--- src/rtl/ppc_pkg.sv ---
package ppc_pkg;

  // ----------------------------------------------------------------
  // privilege levels
  // ----------------------------------------------------------------
  localparam logic [1:0] RING_ZERO = 2'h0;
  localparam logic [1:0] RING_USER = 2'h3;

  // ----------------------------------------------------------------
  // instruction identities presented by the decoder
  // ----------------------------------------------------------------
  typedef enum logic [5:0] {
    ins_other = 6'h00,
    ins_requestor_level_adjust = 6'h01,
    ins_global_intr_flag_clear = 6'h02,
    ins_intr_flag_clear = 6'h03,
    ins_intr_flag_set = 6'h04,
    ins_task_switched_clear = 6'h05,
    ins_halt_instr = 6'h06,
    ins_breakpoint_instr = 6'h07,
    ins_cache_invalidate_instr = 6'h08,
    ins_tlb_entry_invalidate = 6'h09,
    ins_tlb_entry_invalidate_by_asid = 6'h0A,
    ins_interrupt_return_instr = 6'h0B,
    ins_access_rights_load = 6'h0C,
    ins_global_table_base_load = 6'h0D,
    ins_interrupt_table_base_load = 6'h0E,
    ins_local_table_load = 6'h0F,
    ins_machine_status_load = 6'h10,
    ins_segment_limit_load = 6'h11,
    ins_task_reg_load = 6'h12,
    ins_monitor_setup = 6'h13,
    ins_control_reg_move = 6'h14,
    ins_debug_reg_move = 6'h15,
    ins_monitor_wait_instr = 6'h16,
    ins_model_reg_read = 6'h17,
    ins_perf_counter_read = 6'h18,
    ins_timestamp_read = 6'h19,
    ins_timestamp_and_cpu_id_read = 6'h1A,
    ins_sysmgmt_mode_return = 6'h1B,
    ins_global_table_base_store = 6'h1C,
    ins_interrupt_table_base_store = 6'h1D,
    ins_secure_init_jump = 6'h1E,
    ins_local_table_store = 6'h1F,
    ins_machine_status_store = 6'h20,
    ins_task_reg_store = 6'h21
  } ppc_instr_t;

  // ----------------------------------------------------------------
  // privilege classes and the software control that steers os class
  // ----------------------------------------------------------------
  typedef enum logic [1:0] {
    cls_any = 2'h0,
    cls_ring0 = 2'h1,
    cls_os = 2'h2
  } ppc_class_t;

  typedef enum logic [2:0] {
    os_none = 3'h0,
    os_intr_flag = 3'h1,
    os_monitor = 3'h2,
    os_perf = 3'h3,
    os_timestamp = 3'h4
  } ppc_os_sel_t;

  // ----------------------------------------------------------------
  // fault codes reported with a suppressed access or instruction
  // ----------------------------------------------------------------
  typedef enum logic [1:0] {
    flt_none = 2'h0,
    flt_general_protection = 2'h1,
    flt_stack = 2'h2,
    flt_page_access = 2'h3
  } ppc_fault_t;

endpackage : ppc_pkg

--- src/rtl/ppc_class_table.sv ---
// registered lookup of the privilege class of one decoded instruction
module ppc_class_table
(
  input wire logic clk,
  input wire logic rstn,
  input wire logic [5:0] instr_code,
  output ppc_pkg::ppc_class_t cls_q,
  output ppc_pkg::ppc_os_sel_t os_sel_q
);

  // ----------------------------------------------------------------
  // class decode
  // ----------------------------------------------------------------
  function automatic logic [4:0] classify(input logic [5:0] code);
    ppc_pkg::ppc_instr_t ins;
    logic [4:0] res;
    ins = ppc_pkg::ppc_instr_t'(code);
    res = {ppc_pkg::cls_any, ppc_pkg::os_none};
    case (ins)
      ppc_pkg::ins_global_intr_flag_clear,
      ppc_pkg::ins_task_switched_clear,
      ppc_pkg::ins_halt_instr,
      ppc_pkg::ins_cache_invalidate_instr,
      ppc_pkg::ins_tlb_entry_invalidate,
      ppc_pkg::ins_tlb_entry_invalidate_by_asid,
      ppc_pkg::ins_global_table_base_load,
      ppc_pkg::ins_interrupt_table_base_load,
      ppc_pkg::ins_local_table_load,
      ppc_pkg::ins_machine_status_load,
      ppc_pkg::ins_task_reg_load,
      ppc_pkg::ins_control_reg_move,
      ppc_pkg::ins_debug_reg_move,
      ppc_pkg::ins_model_reg_read,
      ppc_pkg::ins_secure_init_jump:
        res = {ppc_pkg::cls_ring0, ppc_pkg::os_none};
      ppc_pkg::ins_intr_flag_clear,
      ppc_pkg::ins_intr_flag_set:
        res = {ppc_pkg::cls_os, ppc_pkg::os_intr_flag};
      ppc_pkg::ins_monitor_setup,
      ppc_pkg::ins_monitor_wait_instr:
        res = {ppc_pkg::cls_os, ppc_pkg::os_monitor};
      ppc_pkg::ins_perf_counter_read:
        res = {ppc_pkg::cls_os, ppc_pkg::os_perf};
      ppc_pkg::ins_timestamp_read,
      ppc_pkg::ins_timestamp_and_cpu_id_read:
        res = {ppc_pkg::cls_os, ppc_pkg::os_timestamp};
      // unlisted codes are not system instructions: any level
      default:
        res = {ppc_pkg::cls_any, ppc_pkg::os_none};
    endcase
    return res;
  endfunction : classify

  wire logic [4:0] cls_d = classify(instr_code);

  // table output is registered so the gate stage sees a clean value
  always_ff @(posedge clk)
  begin
    if (!rstn)
    begin
      cls_q <= ppc_pkg::cls_any;
      os_sel_q <= ppc_pkg::os_none;
    end
    else
    begin
      cls_q <= ppc_pkg::ppc_class_t'(cls_d[4:3]);
      os_sel_q <= ppc_pkg::ppc_os_sel_t'(cls_d[2:0]);
    end
  end

  chk_halt_class : assert property (
    @(posedge clk) disable iff (!rstn)
    instr_code == ppc_pkg::ins_halt_instr |=> cls_q == ppc_pkg::cls_ring0)
    else $error("halt not classed ring zero");

endmodule : ppc_class_table

--- config.mk ---
export PLATFORM = sky130hd
export DESIGN_NAME = ppc_class_table
export DESIGN_NICKNAME = d
export VERILOG_FILES = /design/src/rtl/ppc_pkg.sv /design/src/rtl/ppc_class_table.sv
export SDC_FILE = /design/constraint.sdc
export NUM_CORES = 1
export LEC_CHECK = 0
export BUFFER_PORTS_ARGS = -buffer_cell sky130_fd_sc_hd__buf_4
export CAP_MARGIN = 10
export CORE_AREA = 8 8 45 47
export CTS_CLUSTER_DIAMETER = 50
export DETAILED_ROUTE_END_ITERATION = 6
export DIE_AREA = 0 0 53 55
export GPL_ROUTABILITY_DRIVEN = 0
export PLACE_DENSITY_LB_ADDON = 0.15
export REMOVE_ABC_BUFFERS = 1
export SYNTH_ARGS = -nofsm -noshare
export SYNTH_HDL_FRONTEND = slang
export SYNTH_SLANG_ARGS = --single-unit
--- constraint.sdc ---
create_clock -name clk -period 1.2 [get_ports clk]
set_input_delay 0.06 -clock clk [delete_from_list [all_inputs] [get_ports clk]]
set_output_delay 0.06 -clock clk [all_outputs]
set_load 0.01 [all_outputs]
==> metrics list, run 1 <==
- The flow ran to the end, and the final reports show no timing, DRC or antenna violations.
- TritonCTS built the clock tree.
* Top-level I/O count: 13
- Summed over all cells, the static leakage comes to 0.262 nW.
- Max stage delay on crit path: 0.25 ns
- CTS built an H-tree with a depth of 1.
- Sequential fraction of the synthesis area: 0.246
- Along the worst path, the maximum fanout reaches 5.
- Max cap viols: 0
* Number of buffers between clock root and the deepest sink: 2
* Fraction of post-synthesis cell area in the top cell type by area: 0.246
* Pwr/cell area: 881 nW/um^2
* Mean Syn Cell Area: 8.84 um^2
- The final hold violation count came to 0.
- Post-route cell area: 524 um^2
- Placed Instances: 72
- Antenna violations before repair: 0
* Final max-slew violation count: 0
- Using the TritonRoute via totals, the vias-per-cell ratio works out to 4.88.
* CORE AREA: 1380 um^2
- Subtracting the final worst setup slack from the clock period gives 0.826 ns.
- Sorting the synthesized cells by area gives the leading types as sky130_fd_sc_hd__dfxtp_1 (25%), sky130_fd_sc_hd__ha_1 (15%), sky130_fd_sc_hd__nor2b_1 (6.2%), sky130_fd_sc_hd__mux2i_1 (4.9%), sky130_fd_sc_hd__inv_1 (4.6%).
- sky130_fd_sc_hd__dfxtp_1 takes more of the synthesized area than any other cell.
* Required time of the critical path: 1.31 ns
- Final total negative setup slack: 0 ns
- The tightest hold path in the finished design has a slack of 0.0981 ns.
- Final setup fails: 0
* Class of the tightest hold or removal check: in2reg
- Area growth from synthesis to layout: 28.9%
* Hold-fix buffer count after cts: 0
- Across all setup checks in the final design, the least slack found is 0.374 ns.
- Counting flops with a built-in enable in the synthesized netlist gives 0.
- Internal power consumption: 0.349 mW
- Total grt overflow: 0
* Cell Count, Final, Fillers Out: 76
- Die Y: 55 um
* Number of I/O port buffers: 12
- GR Util All Layers: 0.0634
* Clock edge transition at the registers on the reported setup and hold paths: 0.04 ns
- In this run, CTS created clock tree buffers numbering 3.
- Max stage delay cell, worst path: sky130_fd_sc_hd__ha_1
- Highest attainable clock frequency: 1210 MHz
* Via count: 371
- Top cell types by occurrence after synthesis: sky130_fd_sc_hd__dfxtp_1 (5), sky130_fd_sc_hd__ha_1 (5), sky130_fd_sc_hd__inv_1 (5)
- At the placement stage, the worst setup path has a slack of 0.130 ns.
- WL per Instance: 11.2 um
- Crit path launch type: input port
- The first global-routing pass estimated 1.37 mm of wire.
- Of the total power, the share spent switching nets is 0.244.
- The via count of the first global-routing pass was 335.
- The setup path with the least slack is of type in2reg.
* Total of warnings raised by yosys: 0
* Number of diodes added for antenna fixing: 0
* DIE AREA: 2920 um^2
* Fillers: 144
* Pre-Repair DR Iteration Count: 4
- In this run, post-CTS repair resized a total of 0 instances.
- For the worst setup path, the data arrival time is 0.94 ns.
- The tree is rooted in a sky130_fd_sc_hd__clkbuf_4.
- Once the clock tree was built, the setup fixing pass inserted 0 buffers.
- After detailed routing, the number of remaining DRC violations is 0.
- Largest net degree at the start of global routing: 14
* Share of power burned in the clock network: 0.403
- The floorplan step set the die width to 53 um.
- Detailed-placement wirelength estimate: 711 um
- The mapped netlist covers 407 um^2.
- Worst slew pin tran: 0.203 ns
- Once detail routing completed, the nets flagged for antenna violations numbered 0.
* Setup repair after global routing missed its margin: false
* Number of cell rows: 14
- STA classifies the critical path endpoint as a flip-flop.
- CTS saw 5 sinks.
- The share of total power dissipated in combinational logic is 0.223.
- Sw Pwr: 0.113 mW
- Critical path, cell by cell: buf_4 -> inv_1 -> ha_1 -> o21ba_1 -> o2111ai_1 -> a31oi_1
- Portion of the clock cycle consumed by the worst path in the final layout: 0.688
- The routed design has 853 um of wire.
- Once placement finished, the instance area stood at 498 um^2.
* Maximum ir drop on the vdd rail: 0.000210 V
- Layout cells sized above 1: 0.250
- First DRT Iteration DRCs: 7
- Initial core utilization: 0.294
- FF+latch count, synth: 5
- Post-synthesis cell type count: 25
- Sequential share of power: 0.374
- For this run, asynchronously set or reset flops after synthesis account for 0.
- Counting every instance in the synthesized netlist gives 46.
* Most instantiated flip-flop cell in the synthesis netlist: sky130_fd_sc_hd__dfxtp_1
* Worst rel slew slack: 0.864
* Nets: 74
-- per-layer routing --
layer | wire (um) | track usage
met1 | 371 | 0.0654
met2 | 371 | 0.0918
met3 | 102 | 0.0294
met4 | 8 | 0.0647
met5 | 0 | 0
-- cells by family after synthesis --
logic type               Yosys count  share of synthesized area
AO/OA/AOI/OAI                     11                      0.197
AND/OR/NAND/NOR                   16                      0.262
buffers and inverters              7                     0.0923
adder cells (fa/ha/maj)            5                      0.154
flip-flops                         5                      0.246
multiplexers                       2                     0.0492
-- state kept, by name (all words and copies together) (netlist names) --
name,cells
cls_q,2
os_sel_q,3
-- worst paths after layout --
| kind | from | endpoint | slack [ns] | cells past startpoint |
|---|---|---|---|---|
| max | instr_code[0] | cls_q[0]$_SDFF_PP0_ | 0.37 | 6 |
| min | instr_code[5] | os_sel_q[1]$_SDFF_PP0_ | 0.1 | 3 |
-- layout make-up --
type | count | area (um^2) | area share
flip-flops and latches | 5 | 100 | 0.191
clock buffers | 4 | 26.3 | 0.0501
inverters | 5 | 18.8 | 0.0358
repair buffers | 12 | 90.1 | 0.172
well taps | 16 | 20.0 | 0.0382
multi-input cells | 34 | 269 | 0.513
-- cells in the final DEF, fill, tap and decap left out, types with 2 or more instances in the layout --
| cell | instances |
|---|---|
| sky130_fd_sc_hd__inv_1 | 5 |
| sky130_fd_sc_hd__and2b_1 | 2 |
| sky130_fd_sc_hd__o211ai_1 | 2 |
| sky130_fd_sc_hd__dfxtp_1 | 5 |
| sky130_fd_sc_hd__clkbuf_4 | 3 |
| sky130_fd_sc_hd__mux2i_1 | 2 |
| sky130_fd_sc_hd__nand2b_1 | 2 |
| sky130_fd_sc_hd__ha_1 | 5 |
| sky130_fd_sc_hd__buf_4 | 12 |
| sky130_fd_sc_hd__o21ai_0 | 3 |
| sky130_fd_sc_hd__nor2b_1 | 4 |
-- power groups by stage --
stage,sequential [mW],clock (mW),combinational [mW]
floorplan,0.178,0,0.0514
detailed placement,0.176,0,0.103
global placement,0.176,0,0.104
finish,0.173,0.186,0.103
CTS,0.173,0.197,0.103
global route,0.173,0.201,0.116
-- through the flow --
| step | total power [mW] | utilization |
|---|---|---|
| floorplan | 0.230 | - |
| global placement | 0.280 | 0.360 |
| detailed placement | 0.278 | 0.360 |
| CTS | 0.473 | 0.379 |
| global route | 0.490 | 0.379 |
| finish | 0.462 | 0.379 |
-- critical path: cells and delay by family --
kind	cells	cell delay [ns]
compound gates	3	0.47
fa+ha+maj	1	0.25
buf+inv	2	0.15
(Power assumes the default switching activity.)
==> run 2: changes to the inputs <==
- clock period: 1.2 -> 0.8 ns (I/O delays scaled with it)
==> run 2 against run 1 <==
  * Routed wire length down 1.8%
  * Worst hold slack lost 0.011 ns
  * Non-clock buffer count rose by 1
  * Design area rose by 5.5%
  * Core utilization grew 2.1 points
  * Sequential power increased by 50%
  * Sequential share of layout area fell by 0.99 points
  * Setup slack worse by 0.29 ns
  * Clock power is 51% higher
  * Count of clock-buffer cells in the layout stayed put
==> metrics list, run 2 (synthesis gave the netlist of run 1 again) <==
- Dividing the detail-routed wire length by the instance count gives 10.9 um.
* Nets: 75
- Final-report hold violation count: 0
- After clock tree synthesis, the clock-pin slew on the worst setup and hold paths is 0.04 ns.
- The floorplan step defined a die boundary enclosing 2920 um^2.
- Num CTS Buffers: 3
- In this run the standard cell core region covers 1380 um^2.
- Arrival @ worst endpoint: 0.83 ns
* Sw Pwr: 0.177 mW
- The via count of the first global-routing pass was 379.
* Post-route antenna net violation count: 0
* Share of power burned in the clock network: 0.395
- The clock net in this run drives a total of 5 sinks.
* Combinational Power Share: 0.241
* Category of the critical setup timing path: in2reg
- At the pin with the least slew margin, the transition time is 0.221 ns.
- For this run, the top clock speed supported by timing is 1390 MHz.
- Max-cap violations in this run came to 0.
- CTS built an H-tree with a depth of 1.
- IR analysis of the VDD net gives a maximum drop of 0.000353 V.
* # Post-CTS Setup Buffers: 0
- Before antenna repair, the detailed router went through 4 iterations.
- Counting the fill cells in the layout gives 147.
- Die Y: 55 um
* Drc violations: 0
- Measured along the x axis, the die boundary spans 53 um.
* Commonest non-fill, non-tap cell in the layout: sky130_fd_sc_hd__buf_4
* Detailed-placement wirelength estimate: 700 um
* Number of buffers and inverters on the critical path: 2
* Delay-heaviest family, CP: compound AO/OA/AOI/OAI gates
- In this run the count of I/O pins placed on the die edge is 13.
- The number of antenna violations at the first check in global routing is 0.
- Entering global routing, the biggest net connects 13 pins.
* Layout cells sized above 1: 0.328
- Required time of the critical path: 0.92 ns
- Final total negative setup slack: 0 ns
* Leakage power total: 0.266 nW
- Final setup fails: 0
- Pwr/cell area: 1290 nW/um^2
* Number of cell rows: 14
- In this run the tool buffered the top-level ports with 12 buffer cells.
* Worst rel slew slack: 0.851
* Initial core utilization: 0.294
- Using the TritonRoute via totals, the vias-per-cell ratio works out to 4.87.
- Setup WS post-layout: 0.0825 ns
- In the global route stage, overall resource usage came out at 0.0678.
- The slowest stage of the critical path is the sky130_fd_sc_hd__ha_4 cell.
- Of the total power, the share spent switching nets is 0.248.
- Once layout is complete, the utilization of the core stands at 0.400.
- Of the available clock period, the critical path in the final layout requires 0.897.
* Setup repair after global routing missed its margin: false
- Internal power consumption: 0.534 mW
- The share of total power dissipated in sequential elements is 0.364.
* Area growth from synthesis to layout: 36.0%
- Minimum setup slack after placement: -0.280 ns
* Total Routed Length: 838 um
* Max stage delay on crit path: 0.20 ns
- Clock Root Buffer: sky130_fd_sc_hd__clkbuf_4
- Final max-slew violation count: 0
* Crit path capture type: flip-flop
* Number of flip-flops in the largest register: 3
- Number of diodes added for antenna fixing: 0
* First DRT Iteration DRCs: 7
* Via count: 375
* Highest fanout seen on the critical path: 3
- The signal on the critical path passes through buf_4 -> inv_4 -> ha_4 -> and2b_1 -> o211ai_1 -> a31oi_1.
* Number of buffers between clock root and the deepest sink: 2
- Class of the tightest hold or removal check: in2reg
- For this run the aggregate overflow at the end of global routing stands at 0.
- Leaving out fill and tap cells, the most frequent cells in the layout are sky130_fd_sc_hd__buf_4 (13), sky130_fd_sc_hd__dfxtp_1 (5), sky130_fd_sc_hd__nor2b_1 (4), sky130_fd_sc_hd__ha_1 (4).
* Register bank with the most flops: os_sel_q
* Final min period: 0.717 ns
- The flow ran to the end, and the final reports show no timing, DRC or antenna violations.
- The first global-routing pass estimated 1.50 mm of wire.
- Crit path launch type: input port
- TritonCTS clock tree: built
- Largest regs: os_sel_q: 3 flops, cls_q: 2 flops
-- run 2: tightest hold or removal path, cell delays in order --
cell                       delay (ns)
sky130_fd_sc_hd__buf_4           0.08
sky130_fd_sc_hd__nor2b_1         0.04
sky130_fd_sc_hd__o2111a_1        0.11
-- run 2: area by class of cell --
| class | count | area [um^2] | area share |
|---|---|---|---|
| inverter | 5 | 21.3 | 0.0385 |
| tap | 16 | 20.0 | 0.0362 |
| clock buffer | 4 | 26.3 | 0.0475 |
| timing repair buffer | 13 | 97.6 | 0.176 |
| sequential | 5 | 100 | 0.181 |
| multi-input combinational | 34 | 288 | 0.520 |
-- run 2: repair_timing --
| item | CTS | global route |
|---|---|---|
| pin swaps | 0 | 2 |
| hold buffers | 0 | 0 |
| setup endpoints to repair | 1 | 2 |
| gates resized for setup | 2 | 5 |
-- run 2: path summary, 6_finish.rpt --
| check | startpoint | end | slack [ns] | cells past startpoint |
|---|---|---|---|---|
| max | instr_code[0] | cls_q[0]$_SDFF_PP0_ | 0.08 | 6 |
| min | instr_code[5] | os_sel_q[1]$_SDFF_PP0_ | 0.09 | 3 |
-- run 2: metal layers --
| layer | track usage | share of wire | up-vias |
|---|---|---|---|
| li1 | - | - | 192 |
| met1 | 0.0805 | 0.43 | 171 |
| met2 | 0.0938 | 0.45 | 10 |
| met3 | 0.0214 | 0.11 | 2 |
| met4 | 0.0647 | 0.0095 | 0 |
| met5 | 0 | 0 | - |
-- run 2: power groups by stage --
stage	sequential (mW)	clock, mW	combinational, mW
3_5_place_dp	0.263	0	0.157
2_1_floorplan	0.267	0	0.0770
6_report	0.259	0.281	0.171
3_3_place_gp	0.263	0	0.158
5_1_grt	0.260	0.309	0.194
4_1_cts	0.259	0.297	0.161
-- run 2: through the flow --
step / hold WS, ns / power, mW / instance area (um^2) / instances
floorplan: 0.192 / 0.345 / 388 / 44
global placement: 0.339 / 0.421 / 505 / 73
CTS: 0.0772 / 0.717 / 534 / 77
global route: 0.0979 / 0.762 / 553 / 77
finish: 0.0876 / 0.711 / 553 / 77
detailed placement: 0.324 / 0.421 / 505 / 73
==> run 3: changes to the inputs <==
- ABC_AREA: unset -> 1
==> run 3 against run 2 <==
  * Critical path depth up 3
  * Maximum frequency grew 2.5%
  * Core utilization is 2.4 points lower
  * Sequential cell count unchanged
  * Combinational power down 15%
  * Power down 3.2%
  * Area after synthesis fell by 15%
  * Sequential share of layout area grew 1.2 points
  * Cell count rose by 17%
  * First-iteration DRC count grew 29%
  * Worst hold slack lost 0.056 ns
==> metrics list, run 3 <==
* Result of the run: complete, no violations
* Asr flop ratio synth: 0
- Commonest non-fill, non-tap cell in the layout: sky130_fd_sc_hd__buf_4
* Final min period: 0.700 ns
- CTS built an H-tree with a depth of 1.
- Antenna violations before repair: 0
- The synthesized netlist contains 12 unique library cells.
- The via count of the first global-routing pass came to 351.
- The cell that appears most often on the critical path is sky130_fd_sc_hd__nand2_1.
- Die Y: 55 um
* Number of I/O port buffers: 12
* Category of the critical setup timing path: in2reg
- Portion of the clock cycle consumed by the worst path in the final layout: 0.875
- Number of enable-type register cells in the synthesized netlist: 0
- For the worst setup path, the data required time is 0.93 ns.
- Setup violations remaining at the end of the flow were counted as 0.
- Fraction of post-synthesis cell area in the top cell type by area: 0.290
- Post-route antenna net violation count: 0
- Hold_sp: instr_code[2]
- Hold-fix buffer count after cts: 0
- After detailed routing, the total wire length is 720 um.
- Pre-Repair DR Iteration Count: 4
* Sink Count: 5
- Area of combinational cells with multiple inputs: 204 um^2
- CORE AREA: 1380 um^2
- GR Util All Layers: 0.0612
- The routed layout has 357 vias.
* Top-level I/O count: 13
* Max cap viols: 0
* Number of diodes added for antenna fixing: 0
- Grouping stages by cell kind, the critical path spends the most delay in buffers and inverters.
* # Post-CTS Setup Buffers: 0
* Arrival @ worst endpoint: 0.83 ns
* Most numerous cell in the Yosys netlist: sky130_fd_sc_hd__nand2_1
- The clock passes through at most 2 buffers.
* Sequential fraction of the synthesis area: 0.290
* Setup repair after global routing missed its margin: false
- Final max-slew violation count: 0
- The largest single stage delay on the critical path is 0.24 ns.
- For the pin with the worst max-slew slack, the measured transition is 0.219 ns.
* Area taken by flip-flops and latches: 100 um^2
- The die covers 2920 um^2.
- First DRT Iteration DRCs: 9
- Pwr/cell area: 1330 nW/um^2
- Total grt overflow: 0
* Synthesized cell area: 345 um^2
- Clock Root Buffer: sky130_fd_sc_hd__clkbuf_4
- After detailed routing, the number of remaining DRC violations is 0.
* Nets: 88
* FF+latch count, synth: 5
- Area post-placement: 493 um^2
- First-pass GRT wire length: 1.35 mm
- Post-synthesis cell count: 53
* Placed Instances: 86
- The critical path contains buffers and inverters numbering 3 combined.
- Yosys attributes the largest share of cell area to sky130_fd_sc_hd__dfxtp_1 (29%), sky130_fd_sc_hd__ha_1 (18%), sky130_fd_sc_hd__nand2_1 (16%), sky130_fd_sc_hd__inv_1 (11%), sky130_fd_sc_hd__nand3_1 (10%).
* Largest regs: os_sel_q: 3 flops, cls_q: 2 flops
- After filler insertion, the fill cell instance count of the layout stands at 165.
* Most instantiated flip-flop cell in the synthesis netlist: sky130_fd_sc_hd__dfxtp_1
- The final hold violation count is 0.
- For this configuration, the core starts out at a cell density of 0.250.
- Post-CTS repair changed the size of 0 cells.
- STA classifies the critical path startpoint as an input port.
- Register bank with the most flops: os_sel_q
* Mean Syn Cell Area: 6.52 um^2
* Top cell types by occurrence after synthesis: sky130_fd_sc_hd__nand2_1 (15), sky130_fd_sc_hd__inv_1 (10), sky130_fd_sc_hd__nand3_1 (7)
* TritonCTS clock tree: built
- Crit path capture type: flip-flop
- Class of the tightest hold or removal check: in2reg
* Total of warnings raised by yosys: 0
- Number of flip-flops in the largest register: 3
- Total power consumption of the routed design: 0.689 mW
- WL per Instance: 8.00 um
- With fillers left out, the area of the finished cells amounts to 519 um^2.
- Leakage power total: 0.315 nW
- Max stage delay cell, worst path: sky130_fd_sc_hd__ha_1
* Cell Count, Final, Fillers Out: 90
- Highest attainable clock frequency: 1430 MHz
- Largest net degree at the start of global routing: 9
- Detailed-placement wirelength estimate: 641 um
- Number of cell rows: 14
* Worst rel slew slack: 0.853
- First element of the critical path: instr_code[0]
- Using the TritonRoute via totals, the vias-per-cell ratio works out to 3.97.
- Measured along the x axis, the die boundary spans 53 um.
* Top cell type by total area after synthesis: sky130_fd_sc_hd__dfxtp_1
* Leading cell types in the layout, fill and taps excluded: sky130_fd_sc_hd__buf_4 (17), sky130_fd_sc_hd__nand2_1 (15), sky130_fd_sc_hd__inv_1 (10)
- Maximum ir drop on the vdd rail: 0.000310 V
- Of all nets on the critical path, the largest fanout is 3.
* Clock edge transition at the registers on the reported setup and hold paths: 0.04 ns
- Num CTS Buffers: 3
- Critical path, cell by cell: buf_4 -> inv_1 -> ha_1 -> inv_1 -> nand2_1 -> nand3_1 -> nand2_1 -> nand2_1 -> nand2_1
* Area growth from synthesis to layout: 50.4%
- Of the cells placed in the final design, the portion with a size suffix greater than 1 is 0.297.
==> run 3: per-stage QoR <==
step / util / TNS, ns / hold slack [ns] / setup slack [ns]
after floorplan: - / 0 / 0.117 / 0.0296
after global placement: 0.356 / -0.393 / 0.283 / -0.169
after detailed placement: 0.356 / -0.391 / 0.274 / -0.152
after CTS: 0.375 / 0 / 0.0233 / 0.0871
after global routing: 0.375 / 0 / 0.0290 / 0.0248
final: 0.375 / 0 / 0.0316 / 0.0999
==> run 3: cell type report <==
cell class	instances	area share
flip-flops and latches	5	0.193
multi-input cells	37	0.393
clock buffers	4	0.0506
inverters	11	0.0795
repair buffers	17	0.246
well taps	16	0.0386
==> run 3: report_power, final <==
group	total [mW]	internal, mW	switching [mW]	leakage, nW
clock network	0.283	0.188	0.0949	0.0150
logic	0.146	0.0736	0.0728	0.259
registers	0.259	0.258	0.00165	0.0406
==> run 3: final timing paths <==
path,to,slack [ns],depth (start not counted)
worst min-delay path,os_sel_q[2]$_SDFF_PP0_,0.03,2
worst max-delay path,cls_q[0]$_SDFF_PP0_,0.1,9
==> run 3: metal layers <==
| metal | wire [um] | GRT usage |
|---|---|---|
| met4 | 0 | 0.0517 |
| met5 | 0 | 0 |
| met2 | 375 | 0.102 |
| met3 | 45 | 0.0214 |
| met1 | 300 | 0.0609 |
==> run 3: logic make-up after synthesis <==
logic type / share of synthesized area
AND/OR/NAND/NOR: 0.395
buffers and inverters: 0.120
adder cells (fa/ha/maj): 0.181
flip-flops: 0.290
AO/OA/AOI/OAI: 0.0145
